--- config.mk ---
export PLATFORM = sky130hd
export DESIGN_NAME = usb_port_seq
export DESIGN_NICKNAME = d
export VERILOG_FILES = /design/src/shared/port_seq_pkg.sv /design/src/shared/seq_link_if.sv /design/src/usb_port_seq.sv /design/src/us_tick_gen.sv /design/src/line_cond_sync.sv
export SDC_FILE = /design/constraint.sdc
export NUM_CORES = 1
export LEC_CHECK = 0
export BUFFER_PORTS_ARGS = -buffer_cell sky130_fd_sc_hd__buf_2
export CAP_MARGIN = 10
export CORE_ASPECT_RATIO = 1.25
export CORE_MARGIN = 3
export CORE_UTILIZATION = 50
export CTS_CLUSTER_SIZE = 40
export DETAILED_ROUTE_END_ITERATION = 12
export GPL_ROUTABILITY_DRIVEN = 0
export PLACE_DENSITY = 0.8
export REMOVE_ABC_BUFFERS = 1
export SYNTH_ARGS = -nofsm -noshare
export SYNTH_HDL_FRONTEND = slang
export SYNTH_SLANG_ARGS = --single-unit
--- constraint.sdc ---
create_clock -name aclk -period 2.7 [get_ports aclk]
set_input_delay 0.135 -clock aclk [delete_from_list [all_inputs] [get_ports aclk]]
set_output_delay 0.135 -clock aclk [all_outputs]
set_load 0.005 [all_outputs]
--- src/shared/port_seq_pkg.sv ---
package port_seq_pkg;

  // ----------------------------------------------------------------
  // Clock and timing
  // ----------------------------------------------------------------
  localparam int CLK_NS          = 4;
  localparam int CLK_MHZ         = 250;
  localparam int CYC_PER_US      = CLK_MHZ;
  localparam int US_PER_MS       = 1000;
  localparam int T_JCHIRP_NS     = 2500;
  localparam int J_MIN_CYC       = (T_JCHIRP_NS + CLK_NS - 1) / CLK_NS;
  localparam int T_DISABLE_MS    = 4;
  localparam int T_UCH_MS        = 1;
  localparam int T_UCHEND_MS     = 7;
  localparam int T_DRSTR_MS      = 50;
  localparam int T_CHIRP_BIT_US  = 50;
  localparam int T_SOF_US        = 125;
  localparam int T_ABORT_NS      = 100;
  localparam int ABORT_CYC       = T_ABORT_NS / CLK_NS;

  // ----------------------------------------------------------------
  // Register map and fields
  // ----------------------------------------------------------------
  localparam logic [7:0] REG_CMD    = 8'h00;
  localparam logic [7:0] REG_STAT   = 8'h04;
  localparam logic [7:0] REG_XCVR   = 8'h08;
  localparam int         CMD_ABORT  = 7;
  localparam int         CMD_SKIP   = 8;
  localparam int         ST_BUSY    = 3;
  localparam int         ST_GOOD    = 4;
  localparam int         ST_BAD     = 5;
  localparam int         ST_RSTDONE = 6;
  localparam int         ST_DISDONE = 7;
  localparam logic       RST_SKIP   = 1'b0;
  localparam logic [1:0] RESP_OKAY  = 2'h0;
  localparam logic [1:0] RESP_SLV   = 2'h2;

  // ----------------------------------------------------------------
  // Encodings
  // ----------------------------------------------------------------
  typedef enum logic [2:0] {
    CMD_NONE = 3'h0, CMD_RUN = 3'h1, CMD_RESET = 3'h2, CMD_OFF = 3'h3
  } cmd_t;
  typedef enum logic [2:0] {
    HS_IDLE = 3'h0, HS_RESET = 3'h1, HS_OPER = 3'h2, HS_DISABLED = 3'h3
  } host_state_t;
  typedef enum logic [1:0] {
    OP_NORMAL = 2'h0, OP_NODRIVE = 2'h1, OP_PWRDN = 2'h3
  } op_mode_t;
  typedef enum logic [1:0] {
    SPD_HS = 2'h0, SPD_FS = 2'h1, SPD_LS = 2'h2
  } speed_t;
  typedef enum logic [1:0] {
    LINE_SE0 = 2'h0, LINE_J = 2'h1, LINE_K = 2'h2, LINE_SE1 = 2'h3
  } line_t;
  typedef enum logic [3:0] {
    S_IDLE     = 4'b0000,
    S_OFF_TXN  = 4'b0001,
    S_OFF_HOLD = 4'b0011,
    S_RST_TXN  = 4'b0100,
    S_RST_DET  = 4'b0101,
    S_HCHIRP   = 4'b0111,
    S_RST_END  = 4'b0110,
    S_ERR_HOLD = 4'b1100,
    S_ERR_WAIT = 4'b1101,
    S_SOF_WAIT = 4'b1000
  } seq_state_t;

endpackage

--- src/shared/seq_link_if.sv ---
`timescale 1ns/1ns
interface seq_link_if;
  logic       us_tick;
  logic [1:0] line_cond;
  modport tick_src (output us_tick);
  modport line_src (output line_cond);
  modport core     (input us_tick, input line_cond);
endinterface

--- src/usb_port_seq.sv ---
// The AXI4-Lite register port and the register addresses were left to the implementer.
`timescale 1ns/1ns
// How it works
// Port-off command: monitor disabled, disconnect detect off
// Wait for transaction, then power down transceiver
// Re-enable detect and flag done after 4 ms
// Bus reset waits for current transaction to finish
// Reset command: monitor reset, chirp sequence runs alone
// Reset start: HS transceiver, HS termination, normal mode
// Reset start arms device chirp detector
// Device chirp needs 2.5 us continuous J
// Chirp end in window sets port speed HS
// Valid chirp end sets chirp-good flag
// Detector disarmed when device chirp judged complete
// Software clears chirp-good flag on HS disconnect
// Host K starts within 100 us
// Host chirps alternate J/K, 40 to 60 us
// Host chirping lasts at least 50 ms
// Reset ends with done flag within 150 us
// First frame start 120 to 130 us after run
// Chirp error behaviour chosen by skip setting
// No chirp end by 7 ms: bad flag, disarm
// Abort bit stops sequence, self-clears after 100 ns
// Microsecond and millisecond intervals counted from microsecond tick with margin; J run and abort counted in clock cycles
// Flags sticky until cleared; busy refuses new commands
module usb_port_seq #(
  parameter int unsigned DISABLE_WAIT_US  = port_seq_pkg::T_DISABLE_MS
                                            * port_seq_pkg::US_PER_MS + 1,
  parameter int unsigned CHIRP_MIN_US     = port_seq_pkg::T_UCH_MS * port_seq_pkg::US_PER_MS + 1,
  parameter int unsigned CHIRP_END_MAX_US = port_seq_pkg::T_UCHEND_MS
                                            * port_seq_pkg::US_PER_MS - 1,
  parameter int unsigned HOST_CHIRP_US    = port_seq_pkg::T_DRSTR_MS
                                            * port_seq_pkg::US_PER_MS + 1
) (
  // Clock and reset
  input  wire logic                      aclk,
  input  wire logic                      aresetn,
  // AXI4-Lite write
  input  wire logic [7:0]                awaddr,
  input  wire logic                      awvalid,
  output logic                           awready,
  input  wire logic [31:0]               wdata,
  input  wire logic [3:0]                wstrb,
  input  wire logic                      wvalid,
  output logic                           wready,
  output logic [1:0]                     bresp,
  output logic                           bvalid,
  input  wire logic                      bready,
  // AXI4-Lite read
  input  wire logic [7:0]                araddr,
  input  wire logic                      arvalid,
  output logic                           arready,
  output logic [31:0]                    rdata,
  output logic [1:0]                     rresp,
  output logic                           rvalid,
  input  wire logic                      rready,
  // Transceiver side
  input  wire logic [1:0]                bus_line_condition,
  input  wire logic                      transaction_busy,
  output port_seq_pkg::op_mode_t         transceiver_op_mode,
  output port_seq_pkg::speed_t           transceiver_speed_select,
  output logic                           termination_select,
  output port_seq_pkg::speed_t           port_speed_setting,
  output logic                           chirp_drive_en,
  output logic                           chirp_drive_k,
  output logic                           disconnect_detect_en,
  output logic                           sof_start,
  output port_seq_pkg::host_state_t      host_state_monitor
);
  import port_seq_pkg::*;

  localparam logic [16:0] DIS_US   = 17'(DISABLE_WAIT_US);
  localparam logic [12:0] UCH_US   = 13'(CHIRP_MIN_US);
  localparam logic [16:0] UEND_US  = 17'(CHIRP_END_MAX_US);
  localparam logic [16:0] DRSTR_US = 17'(HOST_CHIRP_US);
  localparam logic [16:0] SOF_US   = 17'(T_SOF_US);
  localparam logic [5:0]  BIT_US   = 6'(T_CHIRP_BIT_US);
  localparam logic [9:0]  J_CYC    = 10'(J_MIN_CYC);
  localparam logic [4:0]  ABT_CYC  = 5'(ABORT_CYC);

  function automatic logic hit(input logic [7:0] a, input logic [7:0] off);
    hit = (a[7:2] == off[7:2]);
  endfunction

  seq_link_if lk ();

  us_tick_gen i_us_tick_gen (
    .aclk    (aclk),
    .aresetn (aresetn),
    .lk      (lk.tick_src)
  );

  line_cond_sync i_line_cond_sync (
    .aclk    (aclk),
    .aresetn (aresetn),
    .raw     (bus_line_condition),
    .lk      (lk.line_src)
  );

  // ----------------------------------------------------------------
  // Bus slave
  // ----------------------------------------------------------------
  logic        aw_got;
  logic        w_got;
  logic [7:0]  aw_addr;
  logic [31:0] w_data;
  logic [3:0]  w_strb;

  wire aw_take     = awvalid & awready;
  wire w_take      = wvalid & wready;
  wire wr_go       = aw_got & w_got & ~bvalid;
  wire next_aw_got = (aw_got | aw_take) & ~wr_go;
  wire next_w_got  = (w_got | w_take) & ~wr_go;
  wire ar_take     = arvalid & arready;
  wire next_rvalid = ar_take | (rvalid & ~rready);
  wire wr_mapped   = hit(aw_addr, REG_CMD) | hit(aw_addr, REG_STAT) | hit(aw_addr, REG_XCVR);
  wire rd_mapped   = hit(araddr, REG_CMD) | hit(araddr, REG_STAT) | hit(araddr, REG_XCVR);
  wire cmd_wr      = wr_go & hit(aw_addr, REG_CMD) & w_strb[0];
  wire stat_clr_wr = wr_go & hit(aw_addr, REG_STAT) & w_strb[0];

  always_ff @(posedge aclk) begin
    if (!aresetn) begin
      aw_got  <= 1'b0;
      w_got   <= 1'b0;
      aw_addr <= 8'h00;
      w_data  <= 32'h0000_0000;
      w_strb  <= 4'h0;
      awready <= 1'b0;
      wready  <= 1'b0;
      bvalid  <= 1'b0;
      bresp   <= RESP_OKAY;
    end else begin
      aw_got  <= next_aw_got;
      w_got   <= next_w_got;
      awready <= ~next_aw_got;
      wready  <= ~next_w_got;
      if (aw_take) begin
        aw_addr <= awaddr;
      end
      if (w_take) begin
        w_data <= wdata;
        w_strb <= wstrb;
      end
      bvalid <= wr_go | (bvalid & ~bready);
      if (wr_go) begin
        bresp <= wr_mapped ? RESP_OKAY : RESP_SLV;
      end
    end
  end

  // ----------------------------------------------------------------
  // Sequencer state
  // ----------------------------------------------------------------
  seq_state_t  state;
  seq_state_t  next_state;
  logic [16:0] ph_us;
  logic [12:0] chirp_us;
  logic [5:0]  bit_us;
  logic [9:0]  j_run;
  logic [4:0]  abort_cnt;
  logic        chirp_seen;
  logic        det_armed;
  logic        skip_on_err;
  logic        chirp_good_flag;
  logic        chirp_bad_flag;
  logic        reset_done_flag;
  logic        disable_done_flag;

  wire       tick      = lk.us_tick;
  wire       line_j    = (lk.line_cond == LINE_J);
  wire       line_se0  = (lk.line_cond == LINE_SE0);
  wire [2:0] cmd_code  = w_data[2:0];
  wire       abort_req = cmd_wr & w_data[CMD_ABORT];
  wire       busy      = (state != S_IDLE) | (abort_cnt != 5'h00);
  // Busy sequencer silently ignores new commands
  wire       accept    = cmd_wr & ~abort_req & ~busy;
  wire       chirp_end = det_armed & chirp_seen & line_se0;
  wire       good_end  = chirp_end & (chirp_us >= UCH_US) & (ph_us <= UEND_US);
  wire       too_late  = det_armed & (ph_us > UEND_US) & ~good_end;
  wire       bad_end   = (chirp_end & ~good_end) | too_late;
  wire       enter     = (next_state != state);
  wire       bit_wrap  = tick & (bit_us == BIT_US - 6'h01);

  always_comb begin
    next_state = state;
    unique case (state)
      S_IDLE: begin
        if (accept && cmd_code == CMD_OFF) begin
          next_state = S_OFF_TXN;
        end else if (accept && cmd_code == CMD_RESET) begin
          next_state = S_RST_TXN;
        end else if (accept && cmd_code == CMD_RUN) begin
          next_state = S_SOF_WAIT;
        end
      end
      S_OFF_TXN:  if (!transaction_busy) next_state = S_OFF_HOLD;
      S_OFF_HOLD: if (ph_us >= DIS_US) next_state = S_IDLE;
      S_RST_TXN:  if (!transaction_busy) next_state = S_RST_DET;
      S_RST_DET: begin
        if (good_end) begin
          next_state = S_HCHIRP;
        end else if (bad_end) begin
          // Set skip bit: host still chirps once device goes quiet
          next_state = skip_on_err ? S_ERR_WAIT : S_ERR_HOLD;
        end
      end
      S_ERR_WAIT: if (line_se0) next_state = S_HCHIRP;
      S_ERR_HOLD: if (ph_us >= DRSTR_US) next_state = S_RST_END;
      S_HCHIRP:   if (ph_us >= DRSTR_US) next_state = S_RST_END;
      S_RST_END:  next_state = S_IDLE;
      S_SOF_WAIT: if (ph_us >= SOF_US) next_state = S_IDLE;
      default:    next_state = S_IDLE;
    endcase
    if (abort_req) begin
      next_state = S_IDLE;
    end
  end

  // ----------------------------------------------------------------
  // Interval counters
  // ----------------------------------------------------------------
  // One shared phase counter; the tick phase costs under 1 us per interval
  always_ff @(posedge aclk) begin
    if (!aresetn) begin
      state    <= S_IDLE;
      ph_us    <= 17'h00000;
      chirp_us <= 13'h0000;
      bit_us   <= 6'h00;
      j_run    <= 10'h000;
    end else begin
      state <= next_state;
      if (enter || state == S_IDLE) begin
        ph_us <= 17'h00000;
      end else if (tick) begin
        ph_us <= ph_us + 17'h00001;
      end
      if (!chirp_seen) begin
        chirp_us <= 13'h0000;
      end else if (tick && chirp_us != 13'h1FFF) begin
        chirp_us <= chirp_us + 13'h0001;
      end
      if (state != S_HCHIRP || bit_wrap) begin
        bit_us <= 6'h00;
      end else if (tick) begin
        bit_us <= bit_us + 6'h01;
      end
      j_run <= (det_armed && line_j && j_run != J_CYC) ? j_run + 10'h001 : 10'h000;
    end
  end

  // ----------------------------------------------------------------
  // Transceiver controls and flags
  // ----------------------------------------------------------------
  always_ff @(posedge aclk) begin
    if (!aresetn) begin
      host_state_monitor       <= HS_IDLE;
      transceiver_op_mode      <= OP_NORMAL;
      transceiver_speed_select <= SPD_FS;
      termination_select      <= 1'b0;
      port_speed_setting       <= SPD_FS;
      disconnect_detect_en     <= 1'b1;
      chirp_drive_en           <= 1'b0;
      chirp_drive_k            <= 1'b0;
      sof_start                <= 1'b0;
      det_armed                <= 1'b0;
      chirp_seen               <= 1'b0;
      abort_cnt                <= 5'h00;
      skip_on_err              <= RST_SKIP;
    end else begin
      sof_start <= 1'b0;
      if (accept && cmd_code == CMD_OFF) begin
        host_state_monitor   <= HS_DISABLED;
        disconnect_detect_en <= 1'b0;
      end
      if (accept && cmd_code == CMD_RESET) begin
        host_state_monitor <= HS_RESET;
      end
      // Speed selects untouched so a low-speed port stays low-speed
      if (state == S_OFF_TXN && next_state == S_OFF_HOLD) begin
        transceiver_op_mode <= OP_PWRDN;
      end
      if (state == S_OFF_HOLD && next_state == S_IDLE && !abort_req) begin
        disconnect_detect_en <= 1'b1;
      end
      if (state == S_RST_TXN && next_state == S_RST_DET) begin
        transceiver_speed_select <= SPD_HS;
        termination_select      <= 1'b1;
        transceiver_op_mode      <= OP_NORMAL;
        det_armed                <= 1'b1;
      end
      if (j_run == J_CYC) begin
        chirp_seen <= 1'b1;
      end
      if (good_end) begin
        port_speed_setting <= SPD_HS;
      end
      if (good_end || bad_end || abort_req) begin
        det_armed  <= 1'b0;
        chirp_seen <= 1'b0;
      end
      if (next_state == S_HCHIRP && state != S_HCHIRP) begin
        chirp_drive_en <= 1'b1;
        chirp_drive_k  <= 1'b1;
      end else if (state == S_HCHIRP && next_state != S_HCHIRP) begin
        chirp_drive_en <= 1'b0;
        chirp_drive_k  <= 1'b0;
      end else if (state == S_HCHIRP && bit_wrap) begin
        chirp_drive_k <= ~chirp_drive_k;
      end
      if (state == S_SOF_WAIT && next_state == S_IDLE && !abort_req) begin
        sof_start          <= 1'b1;
        host_state_monitor <= HS_OPER;
      end
      if (abort_req) begin
        abort_cnt <= ABT_CYC;
      end else if (abort_cnt != 5'h00) begin
        abort_cnt <= abort_cnt - 5'h01;
      end
      if (wr_go && hit(aw_addr, REG_CMD) && w_strb[1]) begin
        skip_on_err <= w_data[CMD_SKIP];
      end
    end
  end

  // Set wins over a clear in the same cycle
  wire [3:0] flag_set = {state == S_OFF_HOLD && next_state == S_IDLE && !abort_req,
                         state == S_RST_END, bad_end, good_end};
  wire [3:0] flag_clr = stat_clr_wr ? w_data[ST_DISDONE:ST_GOOD] : 4'h0;

  always_ff @(posedge aclk) begin
    if (!aresetn) begin
      chirp_good_flag   <= 1'b0;
      chirp_bad_flag    <= 1'b0;
      reset_done_flag   <= 1'b0;
      disable_done_flag <= 1'b0;
    end else begin
      chirp_good_flag   <= flag_set[0] | (chirp_good_flag & ~flag_clr[0]);
      chirp_bad_flag    <= flag_set[1] | (chirp_bad_flag & ~flag_clr[1]);
      reset_done_flag   <= flag_set[2] | (reset_done_flag & ~flag_clr[2]);
      disable_done_flag <= flag_set[3] | (disable_done_flag & ~flag_clr[3]);
    end
  end

  // ----------------------------------------------------------------
  // Read path
  // ----------------------------------------------------------------
  wire [31:0] rd_cmd  = {23'h000000, skip_on_err, abort_cnt != 5'h00, 7'h00};
  wire [31:0] rd_stat = {24'h000000, disable_done_flag, reset_done_flag, chirp_bad_flag,
                         chirp_good_flag, busy, host_state_monitor};
  wire [31:0] rd_xcvr = {24'h000000, disconnect_detect_en, port_speed_setting,
                         termination_select, transceiver_speed_select, transceiver_op_mode};
  wire [31:0] rd_word = hit(araddr, REG_CMD)  ? rd_cmd  :
                        hit(araddr, REG_STAT) ? rd_stat :
                        hit(araddr, REG_XCVR) ? rd_xcvr : 32'h0000_0000;

  always_ff @(posedge aclk) begin
    if (!aresetn) begin
      arready <= 1'b0;
      rvalid  <= 1'b0;
      rdata   <= 32'h0000_0000;
      rresp   <= RESP_OKAY;
    end else begin
      arready <= ~next_rvalid;
      rvalid  <= next_rvalid;
      if (ar_take) begin
        rdata <= rd_word;
        rresp <= rd_mapped ? RESP_OKAY : RESP_SLV;
      end
    end
  end
endmodule

--- src/us_tick_gen.sv ---
`timescale 1ns/1ns
module us_tick_gen #(
  parameter int unsigned DIV = port_seq_pkg::CYC_PER_US
) (
  // Clock and reset
  input  wire logic aclk,
  input  wire logic aresetn,
  // Tick out
  seq_link_if.tick_src lk
);
  import port_seq_pkg::*;

  logic [8:0] cnt;
  wire        wrap = (cnt == 9'(DIV - 1));

  always_ff @(posedge aclk) begin
    if (!aresetn) begin
      cnt        <= 9'h000;
      lk.us_tick <= 1'b0;
    end else begin
      cnt        <= wrap ? 9'h000 : cnt + 9'h001;
      lk.us_tick <= wrap;
    end
  end
endmodule

--- src/line_cond_sync.sv ---
`timescale 1ns/1ns
module line_cond_sync (
  // Clock and reset
  input  wire logic       aclk,
  input  wire logic       aresetn,
  // Raw line condition from transceiver pins
  input  wire logic [1:0] raw,
  // Clean line condition
  seq_link_if.line_src    lk
);
  import port_seq_pkg::*;

  logic [1:0] s1;
  logic [1:0] s2;
  logic [1:0] s3;

  // Change accepted only once stages two and three agree
  always_ff @(posedge aclk) begin
    if (!aresetn) begin
      s1           <= 2'h0;
      s2           <= 2'h0;
      s3           <= 2'h0;
      lk.line_cond <= 2'h0;
    end else begin
      s1 <= raw;
      s2 <= s1;
      s3 <= s2;
      if (s2 == s3) begin
        lk.line_cond <= s3;
      end
    end
  end
endmodule

Word level (Yosys, flattened, before mapping)
Cells that the tools add are included.
{"block": "word_totals", "ff_bits": 152, "inputBits": 62, "output_inout_bits": 55, "wordCells": 218}
{"block": "op_classes", "n_addsub": 6, "n_lt_le_gt_ge": 6, "eq_ne": 29, "mux": 31, "bitwise": 58, "n_reduce_logical": 45}
{"operator": "4-bit 2-to-1 mux", "n": 13}
{"operator": "4-bit one-hot mux with 8 select lines", "n": 1}
{"operator": "1-bit bitwise AND", "n": 28}
{"operator": "4-bit by 3-bit == test with 1-bit output (second input constant)", "n": 6}
{"operator": "2-bit OR reduction", "n": 9}
{"operator": "17-bit by 1-bit adder with 17-bit output (second input constant)", "n": 1}
{"operator": "17-bit by 12-bit greater-or-equal comparator with 1-bit output (second input constant)", "n": 1}
{"operator": "17-bit by 16-bit greater-or-equal comparator with 1-bit output (second input constant)", "n": 1}
{"operator": "17-bit by 7-bit greater-or-equal comparator with 1-bit output (second input constant)", "n": 1}
{"operator": "17-bit by 13-bit > comparator with 1-bit output (second input constant)", "n": 1}
{"operator": "17-bit by 13-bit <= comparator with 1-bit output (second input constant)", "n": 1}
{"operator": "1-bit logical AND", "n": 17}
{"operator": "8-bit 2-to-1 mux", "n": 2}
{"operator": "1-bit NOT", "n": 16}
{"operator": "1-bit OR", "n": 14}
{"operator": "13-bit by 1-bit adder with 13-bit output (second input constant)", "n": 1}
{"operator": "13-bit by 10-bit greater-or-equal comparator with 1-bit output (second input constant)", "n": 1}
{"operator": "13-bit != test (second input constant)", "n": 1}
{"operator": "4-bit == test (second input constant)", "n": 3}
{"operator": "6-bit by 1-bit == test with 1-bit output (second input constant)", "n": 2}
{"operator": "6-bit by 2-bit == test with 1-bit output (second input constant)", "n": 2}
{"operator": "6-bit logical NOT", "n": 2}
{"operator": "10-bit by 1-bit adder with 10-bit output (second input constant)", "n": 1}
{"operator": "10-bit == test (second input constant)", "n": 1}
{"operator": "27 further kinds", "n": 49}

Longest topological paths before layout
{"block": "logic_depth", "depth_word": 18, "depth_mapped": 13, "depth_no_buf": 13}

By module
From an unflattened synthesis, not the netlist that was laid out.
{"block": "unflattened", "cells_unflattened": 712, "area_unflattened_um2": 5994.5}
{"mod": "usb_port_seq", "n_inst": 1, "cells_per_inst": 639, "area_each_um2": 5257.5, "seq_area_each_um2": 2122.0}
{"mod": "us_tick_gen", "n_inst": 1, "cells_per_inst": 48, "area_each_um2": 465.4, "seq_area_each_um2": 200.2}
{"mod": "line_cond_sync", "n_inst": 1, "cells_per_inst": 25, "area_each_um2": 271.5, "seq_area_each_um2": 160.2}

Worst setup path after synthesis
Ideal clock, no wire load.
{"block": "synth_path", "path_type": "register to register", "start": "reg ph_us[0]", "end": "reg chirp_drive_k", "setup_ns": 0.086, "arrival_ns": 2.790, "required_ns": 2.614, "slack_ns": -0.175, "path_stages_with_launch": 12, "path_buffers": 0, "synth_period_minus_slack_ns": 2.875, "path_cell_list": "dfxtp_1 or4_4 a2111o_1 a211oi_4 a2bb2oi_1 o21bai_1 nor2_1 and3b_1 ha_1 o21ai_0 nor2_1 a211oi_1"}
{"block": "synth_between", "elab_chain_len": 13, "word_cells_on_any_way": 25, "classes_between": "5 x order compare; 2 x eq/ne; 9 x mux; 6 x bitwise; 3 x reduce/logical"}
{"item": "start: declaration", "line_no": "usb_port_seq.sv:156", "text": "logic [16:0] ph_us;"}
{"item": "start signal: assignment", "line_no": "usb_port_seq.sv:235", "text": "ph_us <= ph_us + 17'h00001;"}
{"item": "17-bit by 13-bit <= comparator with 1-bit output", "line_no": "usb_port_seq.sv:178", "text": "wire good_end = chirp_end & (chirp_us >= UCH_US) & (ph_us <= UEND_US);"}
{"item": "1-bit bitwise AND", "line_no": "usb_port_seq.sv:178"}
{"item": "1-bit NOT", "line_no": "usb_port_seq.sv:179, usb_port_seq.sv:180"}
{"item": "1-bit bitwise AND (on tied branches)", "line_no": "usb_port_seq.sv:180, usb_port_seq.sv:179"}
{"item": "1-bit OR", "line_no": "usb_port_seq.sv:180", "text": "wire bad_end = (chirp_end & ~good_end) | too_late;"}
{"item": "4-bit 2-to-1 mux", "line_no": "usb_port_seq.sv:202", "text": "end else if (bad_end) begin"}
{"item": "4-bit 2-to-1 mux", "line_no": "usb_port_seq.sv:200", "text": "if (good_end) begin"}
{"item": "4-bit one-hot mux with 8 select lines *", "line_no": "usb_port_seq.sv:186", "text": "unique case (state)"}
{"item": "4-bit 2-to-1 mux *", "line_no": "usb_port_seq.sv:214", "text": "if (abort_req) begin"}
{"item": "4-bit by 3-bit != test with 1-bit output", "line_no": "usb_port_seq.sv:304", "text": "end else if (state == S_HCHIRP && next_state != S_HCHIRP) begin"}
{"item": "1-bit logical AND", "line_no": "usb_port_seq.sv:304"}
{"item": "1-bit 2-to-1 mux", "line_no": "usb_port_seq.sv:304"}
{"item": "1-bit 2-to-1 mux", "line_no": "usb_port_seq.sv:301", "text": "if (next_state == S_HCHIRP && state != S_HCHIRP) begin"}
{"item": "end signal: assignment", "line_no": "usb_port_seq.sv:308", "text": "chirp_drive_k <= ~chirp_drive_k;"}
{"item": "end: declaration", "line_no": "usb_port_seq.sv:65", "text": "output logic chirp_drive_k,"}
Every way passes the cells marked *; elsewhere a longest branch is shown, timed or not.
A chain may end at the register's enable or synchronous reset.

Worst setup path after layout
{"block": "layout_path", "start": "reg ph_us[13]", "end": "reg chirp_drive_k"}
The elaborated chain is that of the path after synthesis.

==> run metrics <==
type of destination of the critical path register; reg2reg setup slack -60 ps; maxcap violations 0; final slew viol count 0; R2R depth 13; Setup crit start kind register; register area share after synthesis 0.413; Avg Cell Area, Syn 8.29 µm²; Main synth FF type dfxtp_1; Ys Warns 0; Worst Tran Pin Value 667 ps; fillcell total approximately 930; Worst setup endpoint chirp_drive_k; total die area between 10000 and 15000 µm²; clock-pin transition on the worst setup and hold timing paths roughly 60 ps; critical path startpoint ph_us[13]; clk buf depth 2; Antenna Nets Post-Route 0; number of synthesized flops with an enable pin 0; global-route wire length before repair 24.8 mm; number of global-route vias before repair about 5.3k; vias between 5k and 6k; setup_tns -63.1 ps; Fin. Hold Viols 0; Peak VDD IR between 400 and 500 µV; Slew headroom 0.551; PnR worst setup slack -63.1 ps; period utilization 1.02; failing checks setup timing; final-report setup violation count 1; Critical Path RT slightly above 3000 ps; status finished, violations left; CTS sink count between 100 and 150; RSZ-0062 raised after global routing true; n_diodes 0; buffers added on ports between 50 and 60; CP peak stage delay between 500 and 600 ps; placed cell areas about 6600 µm²; worst-path cell chain or4_4, or4_4, a31oi_4, buf_4, buf_4, a211oi_2, o211ai_2, buf_4, nand3b_1, ha_2, nor2_2, nor2_1, a211oi_2; P_leak around 0.003 µW; initial core utilization 0.515; Nets between 900 and 1k; Worst Skew approximately 11 ps; type of the most critical hold path in2reg; cell count along the critical path 13; initial antenna violation count 0; FP Rows 44; largest area contributor in the netlist dfxtp_1; Netlist Area Pre-Place 6010 µm²; largest cells by area after synthesis dfxtp_1 (41%), nor2_1 (6.9%), nand2_1 (4.7%), xnor2_1 (3.8%), a21oi_1 (3.7%); # DRC 0; GR Util All Layers 0.226; largest net degree at the start of global routing between 50 and 60; H-Tree Depth 4; drt pass-1 iters 5; CORE AREA around 12000 µm²; Reg area 2480 µm²; PwrDens approximately 630 nW/µm²; Syn-to-layout area delta 25.7%; Critical Path Slowest Stage Cell or4_4; most frequent cells in the layout dfxtp_1 (122), nor2_1 (107), nand2_1 (76); clk_lat worst skew 420 ps; CTS tree built; routed wire length between 15 and 20 mm; fin crit period around 2800 ps; GRT overflow 0; CP Class reg2reg; initial drt markers 365; reg2reg start ph_us[13]; io pins ~120; CP delay by family, top simple AND/OR/NAND/NOR gates; TritonCTS Buffers 17; Max Clk Rate 362 MHz; Worst Path Arrival ~3100 ps; fin area between 7000 and 8000 µm²; commonest non-fill, non-tap cell in the layout dfxtp_1; Synth Register Bits roughly 120; Hold Path Depth 3; CP Buf/Inv Count 3; synth unique cells 66; dpl hpwl 9.66 mm; CP most frequent cell buf_4; post-synth top area share 0.413; worst r2r dst chirp_drive_k; fraction of layout cells with a size suffix above 1 0.201; DIE HEIGHT 129 µm; DR vias/cell roughly 5.4; crit-path max FO 3; clk root buf clkbuf_16; multi-input logic area around 3300 µm²; Syn Inst Count roughly 730; wire length per cell 15.0 µm; Die X roughly 100 µm; Async SR Flop Fraction 0
synthesized netlist by cell type, drive strengths merged, types with 3 or more instances:
library cell,count
nor2b,5
nor3,21
clkbuf,19
a211oi,10
a32oi,3
nand2,77
o211ai,3
and2,12
xnor2,26
nor4b,4
a21boi,3
or4,5
nor4,9
and3,9
buf,37
inv,21
a22oi,4
dfxtp,124
nand2b,12
or3,7
ha,14
nor2,111
a211o,4
a21oi,46
and4,4
a31oi,5
o21ai,14
nand4,30
xor2,23
nand3b,4
nand3,34
sequential cells by signal (all words and copies together) (netlist names), 2 cells and up:
| register | flops |
|---|---|
| w_strb | 2 |
| j_run | 10 |
| i_line_cond_sync.s1 | 2 |
| chirp_us | 13 |
| i_us_tick_gen.cnt | 9 |
| i_line_cond_sync.s3 | 2 |
| w_data | 8 |
| host_state_monitor | 2 |
| abort_cnt | 5 |
| i_line_cond_sync.lk.line_cond | 2 |
| state | 4 |
| aw_addr | 6 |
| ph_us | 17 |
| rdata | 9 |
| bit_us | 6 |
| i_line_cond_sync.s2 | 2 |
final cells by class:
cell class | instances | area share
Clock buffer | 18 | 0.0568
Clock inverter | 14 | 0.0242
Inverter | 22 | 0.0109
Multi-Input combinational cell | 550 | 0.435
Sequential cell | 124 | 0.329
Tap cell | 161 | 0.0267
Timing Repair Buffer | 126 | 0.117
how the worst min path moves through the flow:
| stage | startpoint | to | slack [ps] |
|---|---|---|---|
| 6_report | rready | rvalid | 10 |
| 5_1_grt | rready | rvalid | 30 |
| 4_1_cts | bready | bvalid | 3 |
| 3_5_place_dp | bus_line_condition[0] | i_line_cond_sync.s1[0] | 350 |
| 3_3_place_gp | bus_line_condition[0] | i_line_cond_sync.s1[0] | 340 |
| 2_1_floorplan | aresetn | port_speed_setting[0] | 200 |
cell families (layout without fill, tap and decap cells):
| family | Yosys count | after routing | share of synthesized area |
|---|---|---|---|
| muxes | 2 | 2 | 0.00333 |
| and+or+nand+nor | 349 | 349 | 0.284 |
| AOI/OAI and AO/OA | 108 | 108 | 0.126 |
| adders and majority gates | 14 | 14 | 0.0291 |
| DFF | 124 | 124 | 0.413 |
| buffers and inverters | 78 | 180 | 0.0726 |
| other | 1 | 28 | 0.000624 |
| xor gates and xnor gates | 49 | 49 | 0.0714 |
per-stage QoR:
stage / setup slack, ps / hold WS [ps] / utilization / power (µW) / instances
final: -63.1 / 11.9 / 0.647 / 4720 / 1015
after global routing: -131 / 27.9 / 0.647 / 4890 / 1015
after CTS: -13.0 / 3.27 / 0.644 / 4730 / 1014
after detailed placement: -140 / 347 / 0.570 / 2370 / 963
after global placement: -79.0 / 343 / 0.570 / 2360 / 963
after floorplan: -198 / 197 / - / 2240 / 696
report_power, final:
group	switching, µW	total, µW	internal, µW	leakage [µW]
sequential	54.3	1950	1900	0.00101
clock	880	2350	1470	0.000294
combinational	231	424	193	0.00170
total	1170	4720	3560	0.00300
per-layer routing:
layer | up-vias | GRT usage | part of all wire
met2 | 182 | 0.414 | 0.53
met3 | 42 | 0.0507 | 0.047
li1 | 2696 | - | -
met4 | 0 | 0.104 | 0.027
met1 | 2570 | 0.250 | 0.39
met5 | - | 0 | 0
worst register-to-register path: cells and delay by family, from the launching register on:
kind | cells | cell delay, ps
and+or+nand+nor | 5 | 1230
adders and majority gates | 1 | 180
AOI/OAI and AO/OA | 4 | 560
buffers and inverters | 3 | 400
DFF | 1 | 310
what timing repair did:
item | 4_1_cts | 5_1_grt
buffers inserted | 1 | 0
endpoints found under the setup margin | 2 | 9
hold buffers | 18 | 1
resized for setup | 13 | 10
pin swaps | 4 | 1
hold endpoints to repair | 18 | 1
(Power assumes the default switching activity.)
